$ cat src/include/phy_status_defines.vh
// Purpose: Offsets, field positions, reset values for the status/bypass/counter bank
// Assumes: APB byte address = 4 * register index
// Notes: Definitions only
`ifndef PHY_STATUS_DEFINES_VH
`define PHY_STATUS_DEFINES_VH
// Register indices
`define IDX_FAST_STATUS 8'h10
`define IDX_BYPASS 8'h12
`define IDX_RX_ERR_CNT 8'h13
`define IDX_FALSE_CAR_CNT 8'h14
`define IDX_DISC_CNT 8'h15
`define IDX_SLOW_CTRL 8'h16
// Own control register: bit 0 soft reset pulse
`define IDX_SOFT_RESET 8'h1f
// Writable masks and reset values
`define BYPASS_WMASK 16'hfeb8
`define BYPASS_RESET 16'h0088
`define BYPASS_STICKY 16'h00b8
`define SLOW_WMASK 16'hfe01
`define SLOW_RESET 16'h3200
`define SLOW_STICKY 16'hfc01
`define SLOW_RETAIN_BIT 9
`define CNT_MAX 8'hff
`endif

$ cat src/rtl/phy_status_bypass_counters.v
// Purpose: Management register bank: 100 Mb status, bypass control, error counters,
//          10 Mb extended control and status, reached over APB
// Assumes: Event and status inputs are synchronous to pclk
// Notes: Zero wait state slave; unmapped addresses read zero, pslverr low
`include "phy_status_defines.vh"
`default_nettype none

module phy_status_bypass_counters (
   // APB slave
   input wire pclk,
   input wire presetn,
   input wire pclk_en,
   input wire psel,
   input wire penable,
   input wire pwrite,
   input wire [11:0] paddr,
   input wire [31:0] pwdata,
   input wire [3:0] pstrb,
   output reg [31:0] prdata,
   output wire pready,
   output wire pslverr,
   // Live status from the datapath
   input wire descrambler_locked,
   input wire fast_link_up,
   input wire slow_link_up,
   // Event pulses from the datapath
   input wire ev_lock_error,
   input wire ev_fast_disconnect,
   input wire ev_rx_error,
   input wire ev_tx_error,
   input wire ev_stream_start_delimiter_err,
   input wire ev_stream_end_delimiter_err,
   input wire ev_false_carrier,
   input wire ev_copper_disconnect,
   input wire ev_end_of_frame_error,
   input wire ev_slow_disconnect,
   // Controls to the datapath
   output wire transmit_disable,
   output wire bypass_4b5b,
   output wire bypass_scrambler,
   output wire bypass_descrambler,
   output wire bypass_coding_rx,
   output wire bypass_coding_tx,
   output wire bypass_link_fail_inhibit_timer,
   output wire automatic_crossover_forced_off,
   output wire pair_swap_correction_off,
   output wire polarity_correction_off,
   output wire parallel_detect_honour_ability,
   output wire force_slow_link_pass,
   output wire jabber_detect_off,
   output wire slow_echo_off,
   output wire signal_quality_error_test_off,
   output wire [1:0] squelch_level,
   output wire management_broadcast_write,
   output wire broadcast_write_strobe,
   output wire [4:0] broadcast_index,
   output wire [15:0] broadcast_data,
   output wire soft_reset_pulse
);

   reg [15:0] bypass_reg;
   reg [15:0] slow_reg;
   reg [7:0] status_flags_reg;
   reg [1:0] slow_flags_reg;
   reg [7:0] rx_err_cnt_reg;
   reg [7:0] false_car_cnt_reg;
   reg [7:0] disc_cnt_reg;
   reg soft_reset_reg;
   reg [15:0] rdata_next;

   wire [7:0] idx = paddr[9:2];
   wire aligned = (paddr[1:0] == 2'b00) && (paddr[11:10] == 2'b00);
   wire access = psel && penable && pclk_en;
   wire wr = access && pwrite && aligned;
   wire rd = access && !pwrite && aligned;
   // Low 16 bits written only when both low lanes are strobed
   wire lanes_ok = pstrb[0] && pstrb[1];
   wire [15:0] wdata = pwdata[15:0];

   assign pready = 1'b1;
   assign pslverr = 1'b0;

   // Saturating counter with read clear; new event on read restarts at one
   function [7:0] count_next;
      input [7:0] cur;
      input ev;
      input clr;
      begin
         if (clr)
            count_next = ev ? 8'h01 : 8'h00;
         else if (ev && cur != `CNT_MAX)
            count_next = cur + 8'h01;
         else
            count_next = cur;
      end
   endfunction

   // Merge a write into a register, touching only writable bits
   function [15:0] merge_write;
      input [15:0] cur;
      input [15:0] data;
      input [15:0] wmask;
      begin
         merge_write = (cur & ~wmask) | (data & wmask);
      end
   endfunction

   // Soft reset value: sticky bits kept or defaulted
   function [15:0] soft_value;
      input [15:0] cur;
      input [15:0] dflt;
      input [15:0] sticky;
      input keep;
      begin
         soft_value = keep ? ((cur & sticky) | (dflt & ~sticky)) : dflt;
      end
   endfunction

   // Control registers and soft reset handling
   always @(posedge pclk or negedge presetn) begin
      if (!presetn) begin
         bypass_reg <= `BYPASS_RESET;
         slow_reg <= `SLOW_RESET;
         soft_reset_reg <= 1'b0;
      end else if (pclk_en) begin
         soft_reset_reg <= wr && lanes_ok && idx == `IDX_SOFT_RESET && pwdata[0];
         if (soft_reset_reg) begin
            bypass_reg <= soft_value(bypass_reg, `BYPASS_RESET, `BYPASS_STICKY,
                                     slow_reg[`SLOW_RETAIN_BIT]);
            slow_reg <= (soft_value(slow_reg, `SLOW_RESET, `SLOW_STICKY,
                                    slow_reg[`SLOW_RETAIN_BIT])
                         & ~(16'h0001 << `SLOW_RETAIN_BIT))
                        | (slow_reg & (16'h0001 << `SLOW_RETAIN_BIT));
         end else if (wr && lanes_ok) begin
            if (idx == `IDX_BYPASS)
               bypass_reg <= merge_write(bypass_reg, wdata, `BYPASS_WMASK);
            if (idx == `IDX_SLOW_CTRL)
               slow_reg <= merge_write(slow_reg, wdata, `SLOW_WMASK);
         end
      end
   end

   // Latched event flags; set wins over read clear
   always @(posedge pclk or negedge presetn) begin
      if (!presetn) begin
         status_flags_reg <= 8'h00;
         slow_flags_reg <= 2'b00;
      end else if (pclk_en) begin
         status_flags_reg <= ((rd && idx == `IDX_FAST_STATUS) ? 8'h00 : status_flags_reg)
            | {ev_lock_error, ev_fast_disconnect, 2'b00, ev_rx_error, ev_tx_error,
               ev_stream_start_delimiter_err, ev_stream_end_delimiter_err};
         slow_flags_reg <= ((rd && idx == `IDX_SLOW_CTRL) ? 2'b00 : slow_flags_reg)
            | {ev_end_of_frame_error, ev_slow_disconnect};
      end
   end

   // Event counters
   always @(posedge pclk or negedge presetn) begin
      if (!presetn) begin
         rx_err_cnt_reg <= 8'h00;
         false_car_cnt_reg <= 8'h00;
         disc_cnt_reg <= 8'h00;
      end else if (pclk_en) begin
         rx_err_cnt_reg <= count_next(rx_err_cnt_reg, ev_rx_error,
                                      rd && idx == `IDX_RX_ERR_CNT);
         false_car_cnt_reg <= count_next(false_car_cnt_reg, ev_false_carrier,
                                         rd && idx == `IDX_FALSE_CAR_CNT);
         disc_cnt_reg <= count_next(disc_cnt_reg, ev_copper_disconnect,
                                    rd && idx == `IDX_DISC_CNT);
      end
   end

   // Read mux
   always @* begin
      rdata_next = 16'h0000;
      if (aligned) begin
         case (idx)
            `IDX_FAST_STATUS: rdata_next = {descrambler_locked, status_flags_reg[7:6],
                                            fast_link_up, status_flags_reg[3:0], 8'h00};
            `IDX_BYPASS: rdata_next = bypass_reg & `BYPASS_WMASK;
            `IDX_RX_ERR_CNT: rdata_next = {8'h00, rx_err_cnt_reg};
            `IDX_FALSE_CAR_CNT: rdata_next = {8'h00, false_car_cnt_reg};
            `IDX_DISC_CNT: rdata_next = {8'h00, disc_cnt_reg};
            `IDX_SLOW_CTRL: rdata_next = (slow_reg & `SLOW_WMASK)
                                         | {7'h00, slow_flags_reg, slow_link_up, 6'h00};
            default: rdata_next = 16'h0000;
         endcase
      end
   end

   // Read data register, loaded in the setup cycle so it is valid at access
   always @(posedge pclk or negedge presetn) begin
      if (!presetn)
         prdata <= 32'h00000000;
      else if (pclk_en && psel && !penable && !pwrite)
         prdata <= {16'h0000, rdata_next};
   end

   assign transmit_disable = bypass_reg[15];
   assign bypass_4b5b = bypass_reg[14];
   assign bypass_scrambler = bypass_reg[13];
   assign bypass_descrambler = bypass_reg[12];
   assign bypass_coding_rx = bypass_reg[11];
   assign bypass_coding_tx = bypass_reg[10];
   assign bypass_link_fail_inhibit_timer = bypass_reg[9];
   assign automatic_crossover_forced_off = bypass_reg[7];
   assign pair_swap_correction_off = bypass_reg[5];
   assign polarity_correction_off = bypass_reg[4];
   assign parallel_detect_honour_ability = bypass_reg[3];
   assign force_slow_link_pass = slow_reg[15];
   assign jabber_detect_off = slow_reg[14];
   assign slow_echo_off = slow_reg[13];
   assign signal_quality_error_test_off = slow_reg[12];
   // squelch select, 10 raises the level
   assign squelch_level = slow_reg[11:10];
   // broadcast of every aligned write with both low lanes strobed while enabled
   assign management_broadcast_write = slow_reg[0];
   assign broadcast_write_strobe = wr && lanes_ok && slow_reg[0];
   assign broadcast_index = idx[4:0];
   assign broadcast_data = wdata;
   assign soft_reset_pulse = soft_reset_reg;

endmodule

`default_nettype wire

$ cat config.mk
export PLATFORM = sky130hd
export DESIGN_NAME = phy_status_bypass_counters
export DESIGN_NICKNAME = d
export VERILOG_FILES = /design/src/rtl/phy_status_bypass_counters.v
export VERILOG_INCLUDE_DIRS = /design/src /design/src/include
export SDC_FILE = /design/constraint.sdc
export NUM_CORES = 1
export LEC_CHECK = 0
export BUFFER_PORTS_ARGS = -buffer_cell sky130_fd_sc_hd__buf_4
export CORE_MARGIN = 1.5
export CORE_UTILIZATION = 40
export CTS_BUF_LIST = sky130_fd_sc_hd__clkbuf_16
export DETAILED_ROUTE_END_ITERATION = 6
export PLACE_DENSITY = 0.74
export SLEW_MARGIN = 20
export SYNTH_ARGS = -nofsm -noshare
export SYNTH_HDL_FRONTEND = slang
export SYNTH_SLANG_ARGS = --single-unit
$ cat constraint.sdc
create_clock -name pclk -period 1.69 [get_ports pclk]
set_input_delay 0.169 -clock pclk [delete_from_list [all_inputs] [get_ports pclk]]
set_output_delay 0.169 -clock pclk [all_outputs]
set_load 0.05 [all_outputs]
==> impl_metrics.json, run 1 <==
{
  "crit_path_max_incr_delay_ns": 0.46,
  "powerDensity_nw_per_um2": 964,
  "gp_congestion": 0.896,
  "wl_per_cell_um": 17.1,
  "power.ir.vdd_worst_uv": 483,
  "grt_max_degree": 39,
  "synth_top_area_share_pct": 38.0,
  "io_pins": 142,
  "slew_viol_final": 0,
  "synth-edff-count": 0,
  "grt_overflow": 0,
  "htree_levels": 3,
  "cts.sinks": 68,
  "path_max_fanout": 6,
  "status": "finished, final reports clean",
  "cellInternalPower_mw": 3.57,
  "routed_wl_mm": 11.8,
  "synth_area_leaders": "dfrtp_1, buf_4, mux2i_1",
  "largest_reg_flops": 16,
  "leakage_nw": 2.52,
  "syn-instance-count": 444,
  "core_sq_um": 9910,
  "drive_above_1_share_pct": 33.2,
  "power.net_switching_mw": 1.62,
  "clk_path_buf_depth": 2,
  "pwr-share-clk_pct": 39.0,
  "drc": 0,
  "die_y_um": 105,
  "cts_made_buffers": 9,
  "worstPathCellList": "nand4_1 > or2_2 > a221oi_1 > nand2_1",
  "synthArstFlopShare_pct": 100,
  "yosysSeqAreaShare_pct": 41.2,
  "initial_core_util_pct": 41.8,
  "dpl_cell_area_sq_um": 5050,
  "hpwl_mm": 8.67,
  "min_period_over_period_pct": 95.3,
  "drt_first_pass_iters": 5,
  "die_w_um": 105,
  "p_seq_share_pct": 39.1,
  "syn_area_sq_um": 4140,
  "startpoint_type": "flip-flop",
  "dieArea_sq_um": 11000,
  "n_antenna_cell": 0,
  "p_comb_share_pct": 21.8,
  "synth_ff_type": "dfrtp_1",
  "antenna_found_initial": 0,
  "yosys_warnings": 0,
  "drv_cap": 0,
  "first_global_vias": 3645,
  "min_period_ns": 1.61,
  "fp-row-count": 36,
  "grt_pass1_wl_mm": 18.4,
  "path_class": "reg -> reg",
  "clk_pin_slew_ns": 0.06,
  "tritoncts": "done",
  "antenna_left": 0,
  "cp-end-kind": "flip-flop",
  "grt_usage_pct": 21.3,
  "portBuffers": 97,
  "swShare_pct": 31.3,
  "clk_latency_ns": 0.34,
  "ys_ff_latch": 68,
  "fmax_mhz": 621,
  "vias_per_cell": 5.60,
  "slowest_stage": "dfrtp_1",
  "nNetsFinal": 619,
  "avgSynthCellArea_sq_um": 9.33,
  "finalSetupViolations": 0,
  "cp.required_ns": 1.90,
  "yosysUniqueCellTypes": 55,
  "area_delta_synth_final_pct": 30.0,
  "drt_iter0_drc": 262,
  "final_area_sq_um": 5390,
  "cp.arrival_ns": 1.82,
  "clock_skew_ns": 0.00792,
  "vias": 3844,
  "yosysTopAreaCell": "dfrtp_1",
  "cts_root_buffer": "clkbuf_16",
  "hold_path.class": "in -> reg",
  "hold_ws_ns": 0.0598,
  "hold_viol": 0
}
[metrics by stage]
step / power [mW] / worst slack (ns) / util (%) / setup TNS [ns] / std cells
6_report: 5.19 / 0.0798 / 54.4 / 0 / 687
5_1_grt: 5.40 / -0.0265 / 54.4 / -0.0265 / 687
4_1_cts: 5.18 / 0.0695 / 54.2 / 0 / 686
3_5_place_dp: 3.16 / -0.114 / 50.9 / -1.50 / 669
3_3_place_gp: 3.12 / -0.0825 / 50.9 / -1.14 / 669
2_1_floorplan: 2.78 / -0.0612 / - / -0.178 / 460
[power groups by stage]
stage / Clock (mW) / Sequential (mW) / Combinational, mW
finish: 2.03 / 2.03 / 1.13
global route: 2.10 / 2.05 / 1.24
CTS: 2.04 / 2.02 / 1.12
detailed placement: 0 / 2.05 / 1.11
global placement: 0 / 2.03 / 1.08
floorplan: 0 / 2.00 / 0.778
[critical path, delay by kind of cell, from the launching register on]
family | cells | cell delay, ns
AO/OA/AOI/OAI | 1 | 0.28
flip-flops | 1 | 0.46
AND/OR/NAND/NOR | 3 | 0.74
[layout by cell type, fill, tap and decap left out, drive strengths merged, types with 9 or more instances in the layout]
cell type  synthesis  routed
a21oi              9       9
dfrtp             63      63
mux2i             18      18
buf               47     138
clkbuf            14       9
inv               14      16
a22oi              9       9
conb               2      18
nand3             20      20
nor2              26      26
nand4             16      16
o21ai             31      31
nand2             41      41
a22o              15      15
mux2              11      11
[synthesized netlist by cell type (4+ instances only)]
master	instances
mux2_2	11
and3_1	7
nor2b_1	5
buf_1	4
nand4_1	16
buf_4	42
a22o_1	15
o211ai_1	7
nand3_1	20
nor3_1	4
nand2b_1	6
dfrtp_1	63
o21ai_0	30
xnor2_1	4
inv_1	14
xor2_1	4
dfstp_2	5
mux2i_1	18
a31oi_1	5
or4_1	5
a21oi_1	9
nand2_1	41
a22oi_1	9
clkbuf_1	14
nor2_1	26
[cell type report]
type	instances	area, sq um
multi-input cells	317	2080
inverters	14	52.6
clock buffers	9	225
clock inverters	7	92.6
well taps	133	166
flip-flops and latches	68	1710
fillers	891	4520
repair buffers	139	1060
[per-layer routing]
layer	part of all wire [%]	GRT usage (%)	wire length, um	up-vias
met5	0	0	0	-
met4	2.2	7.93	254	0
li1	-	-	-	1783
met2	48	34.7	5640	177
met1	43	27.7	5070	1859
met3	6.9	4.55	811	25
[cell families after synthesis]
logic type | share of synthesized area [%]
compound gates | 15.7
flops | 41.2
xor+xnor | 1.69
simple gates | 22.3
mux | 7.34
fa+ha+maj | 0.906
other cells | 0.181
buf+inv | 10.6
[worst paths after layout]
| path | from | to | slack [ns] | cells after the start |
|---|---|---|---|---|
| setup / recovery | false_car_cnt_reg[3] | false_car_cnt_reg[0] | 0.08 | 4 |
| hold / removal | ev_fast_disconnect | status_flags_reg[6] | 0.06 | 2 |
| setup reg to reg | false_car_cnt_reg[3] | false_car_cnt_reg[0] | 0.08 | 4 |
| hold reg to reg | status_flags_reg[3] | status_flags_reg[3] | 0.48 | 1 |
| max in group asynchronous | presetn | bypass_reg[7] | 0.76 | 3 |
| min in group asynchronous | presetn | bypass_reg[15] | 0.32 | 2 |
[timing repair]
item,in CTS,in global routing
hold buffers,1,0
hold endpoints to repair,28,0
setup endpoints to repair,0,3
gates resized for setup,0,1
setup buffers,0,1
Note: power is estimated with default switching activity, not from simulation.
==> run 2, diff against run 1 <==
==> constraint.sdc (replaced) <==
create_clock -name pclk -period 1.4 [get_ports pclk]
set_input_delay 0.14 -clock pclk [delete_from_list [all_inputs] [get_ports pclk]]
set_output_delay 0.14 -clock pclk [all_outputs]
set_load 0.05 [all_outputs]
==> impl_metrics.json, run 2 (synthesis results as in run 1) <==
{
  "status": "finished with violations",
  "violations": "setup timing",
  "largest_reg_flops": 16,
  "first_global_vias": 3864,
  "portBuffers": 97,
  "finalSetupTns_ns": -0.473,
  "startpoint": "soft_reset_pulse",
  "leakage_nw": 2.74,
  "layout_common_cells": "buf_4, dfrtp_1, nand2_1",
  "final_area_sq_um": 5940,
  "min_period_ns": 1.47,
  "pwr-share-clk_pct": 36.2,
  "antenna_left": 0,
  "core_sq_um": 9910,
  "cp.required_ns": 1.61,
  "hold_viol": 0,
  "grt_max_degree": 36,
  "rsz0062_at_grt": "yes",
  "cts_root_buffer": "clkbuf_16",
  "vias_per_cell": 5.56,
  "area_delta_synth_final_pct": 43.4,
  "drt_iter0_drc": 233,
  "path_class": "reg -> reg",
  "p_seq_share_pct": 36.9,
  "gp_congestion": 0.912,
  "htree_levels": 3,
  "startpoint_type": "flip-flop",
  "dpl_cell_area_sq_um": 5330,
  "min_period_over_period_pct": 105,
  "hpwl_mm": 8.98,
  "nFillCells": 821,
  "cp.arrival_ns": 1.68,
  "wl_per_cell_um": 17.2,
  "finalSetupViolations": 21,
  "vias": 4015,
  "power.net_switching_mw": 2.10,
  "final_common_cell": "buf_4",
  "hold_ws_ns": 0.0423,
  "drt_first_pass_iters": 5,
  "grt_pass1_wl_mm": 19.4,
  "cp-end-kind": "flip-flop",
  "fin_ws_ns": -0.0727,
  "fp-row-count": 36,
  "antenna_found_initial": 0,
  "swShare_pct": 31.6,
  "grt_usage_pct": 21.9,
  "clock_skew_ns": 0.00772,
  "clk_latency_ns": 0.33,
  "n_antenna_cell": 0,
  "routed_wl_mm": 12.4,
  "tritoncts": "done",
  "slew_viol_final": 0,
  "grt_overflow": 0,
  "path_max_fanout": 6,
  "drive_above_1_share_pct": 42.6,
  "drc": 0,
  "clk_path_buf_depth": 2,
  "p_comb_share_pct": 26.9,
  "cellInternalPower_mw": 4.55,
  "dieArea_sq_um": 11000,
  "drv_cap": 0,
  "initial_core_util_pct": 41.8,
  "cts.sinks": 68,
  "regToRegSetupSlack_ns": -0.07,
  "fin_total_pwr_mw": 6.65,
  "worstReg2RegStart": "soft_reset_pulse",
  "hold_path.class": "in -> reg",
  "fmax_mhz": 679,
  "fin_util_pct": 60.0,
  "die_y_um": 105,
  "power.ir.vdd_worst_uv": 623,
  "nNetsFinal": 654,
  "die_w_um": 105,
  "io_pins": 142,
  "clk_pin_slew_ns": 0.06,
  "powerDensity_nw_per_um2": 1120,
  "cts_made_buffers": 9,
  "min_from": "ev_stream_start_delimiter_err"
}
run 2: metrics by stage:
step,std cells,setup WS (ns)
6_report,722,-0.0727
5_1_grt,722,-0.0989
4_1_cts,715,-0.0322
3_5_place_dp,694,-0.302
3_3_place_gp,694,-0.263
2_1_floorplan,460,-0.321
run 2: worst max-delay path, cell delays in order, from the launching register on:
cell	delay, ns
dfrtp_2	0.48
buf_6	0.15
nor4_4	0.26
buf_6	0.17
mux2_4	0.29
run 2: repair_timing:
item / in CTS / in global routing
setup buffers: 4 / 8
hold buffers: 1 / 0
resized for setup: 9 / 38
pin swaps: 9 / 28
hold endpoints to repair: 29 / 0
endpoints found under the setup margin: 24 / 37
run 2: area by class of cell:
type | count | area, sq um | share of cell area (%)
clock inverter | 7 | 92.6 | 1.56
clock buffer | 9 | 225 | 3.79
multi-input combinational | 317 | 2310 | 38.8
sequential | 68 | 1710 | 28.8
inverter | 14 | 52.6 | 0.884
timing repair buffer | 174 | 1390 | 23.3
tap | 133 | 166 | 2.80
run 2: path summary, 6_finish.rpt:
path	to	depth (start not counted)
hold / removal	status_flags_reg[1]	2
hold reg to reg	prdata[4]	2
setup / recovery	slow_reg[0]	4
max in group asynchronous	bypass_reg[3]	3
min in group asynchronous	bypass_reg[9]	2
setup reg to reg	slow_reg[0]	4
run 2: power by group through the flow:
stage / clock network, mW / logic [mW] / registers, mW
global route: 2.50 / 1.92 / 2.48
detailed placement: 0 / 1.61 / 2.43
finish: 2.41 / 1.79 / 2.45
global placement: 0 / 1.55 / 2.43
CTS: 2.42 / 1.70 / 2.43
floorplan: 0 / 0.989 / 2.44
run 2: metal layers:
| metal | GRT usage (%) | vias up | wire, um |
|---|---|---|---|
| met5 | 0 | - | 0 |
| met4 | 7.73 | 0 | 253 |
| met3 | 2.56 | 27 | 818 |
| met2 | 36.2 | 195 | 6160 |
| met1 | 29.6 | 1946 | 5200 |
| li1 | - | 1847 | - |
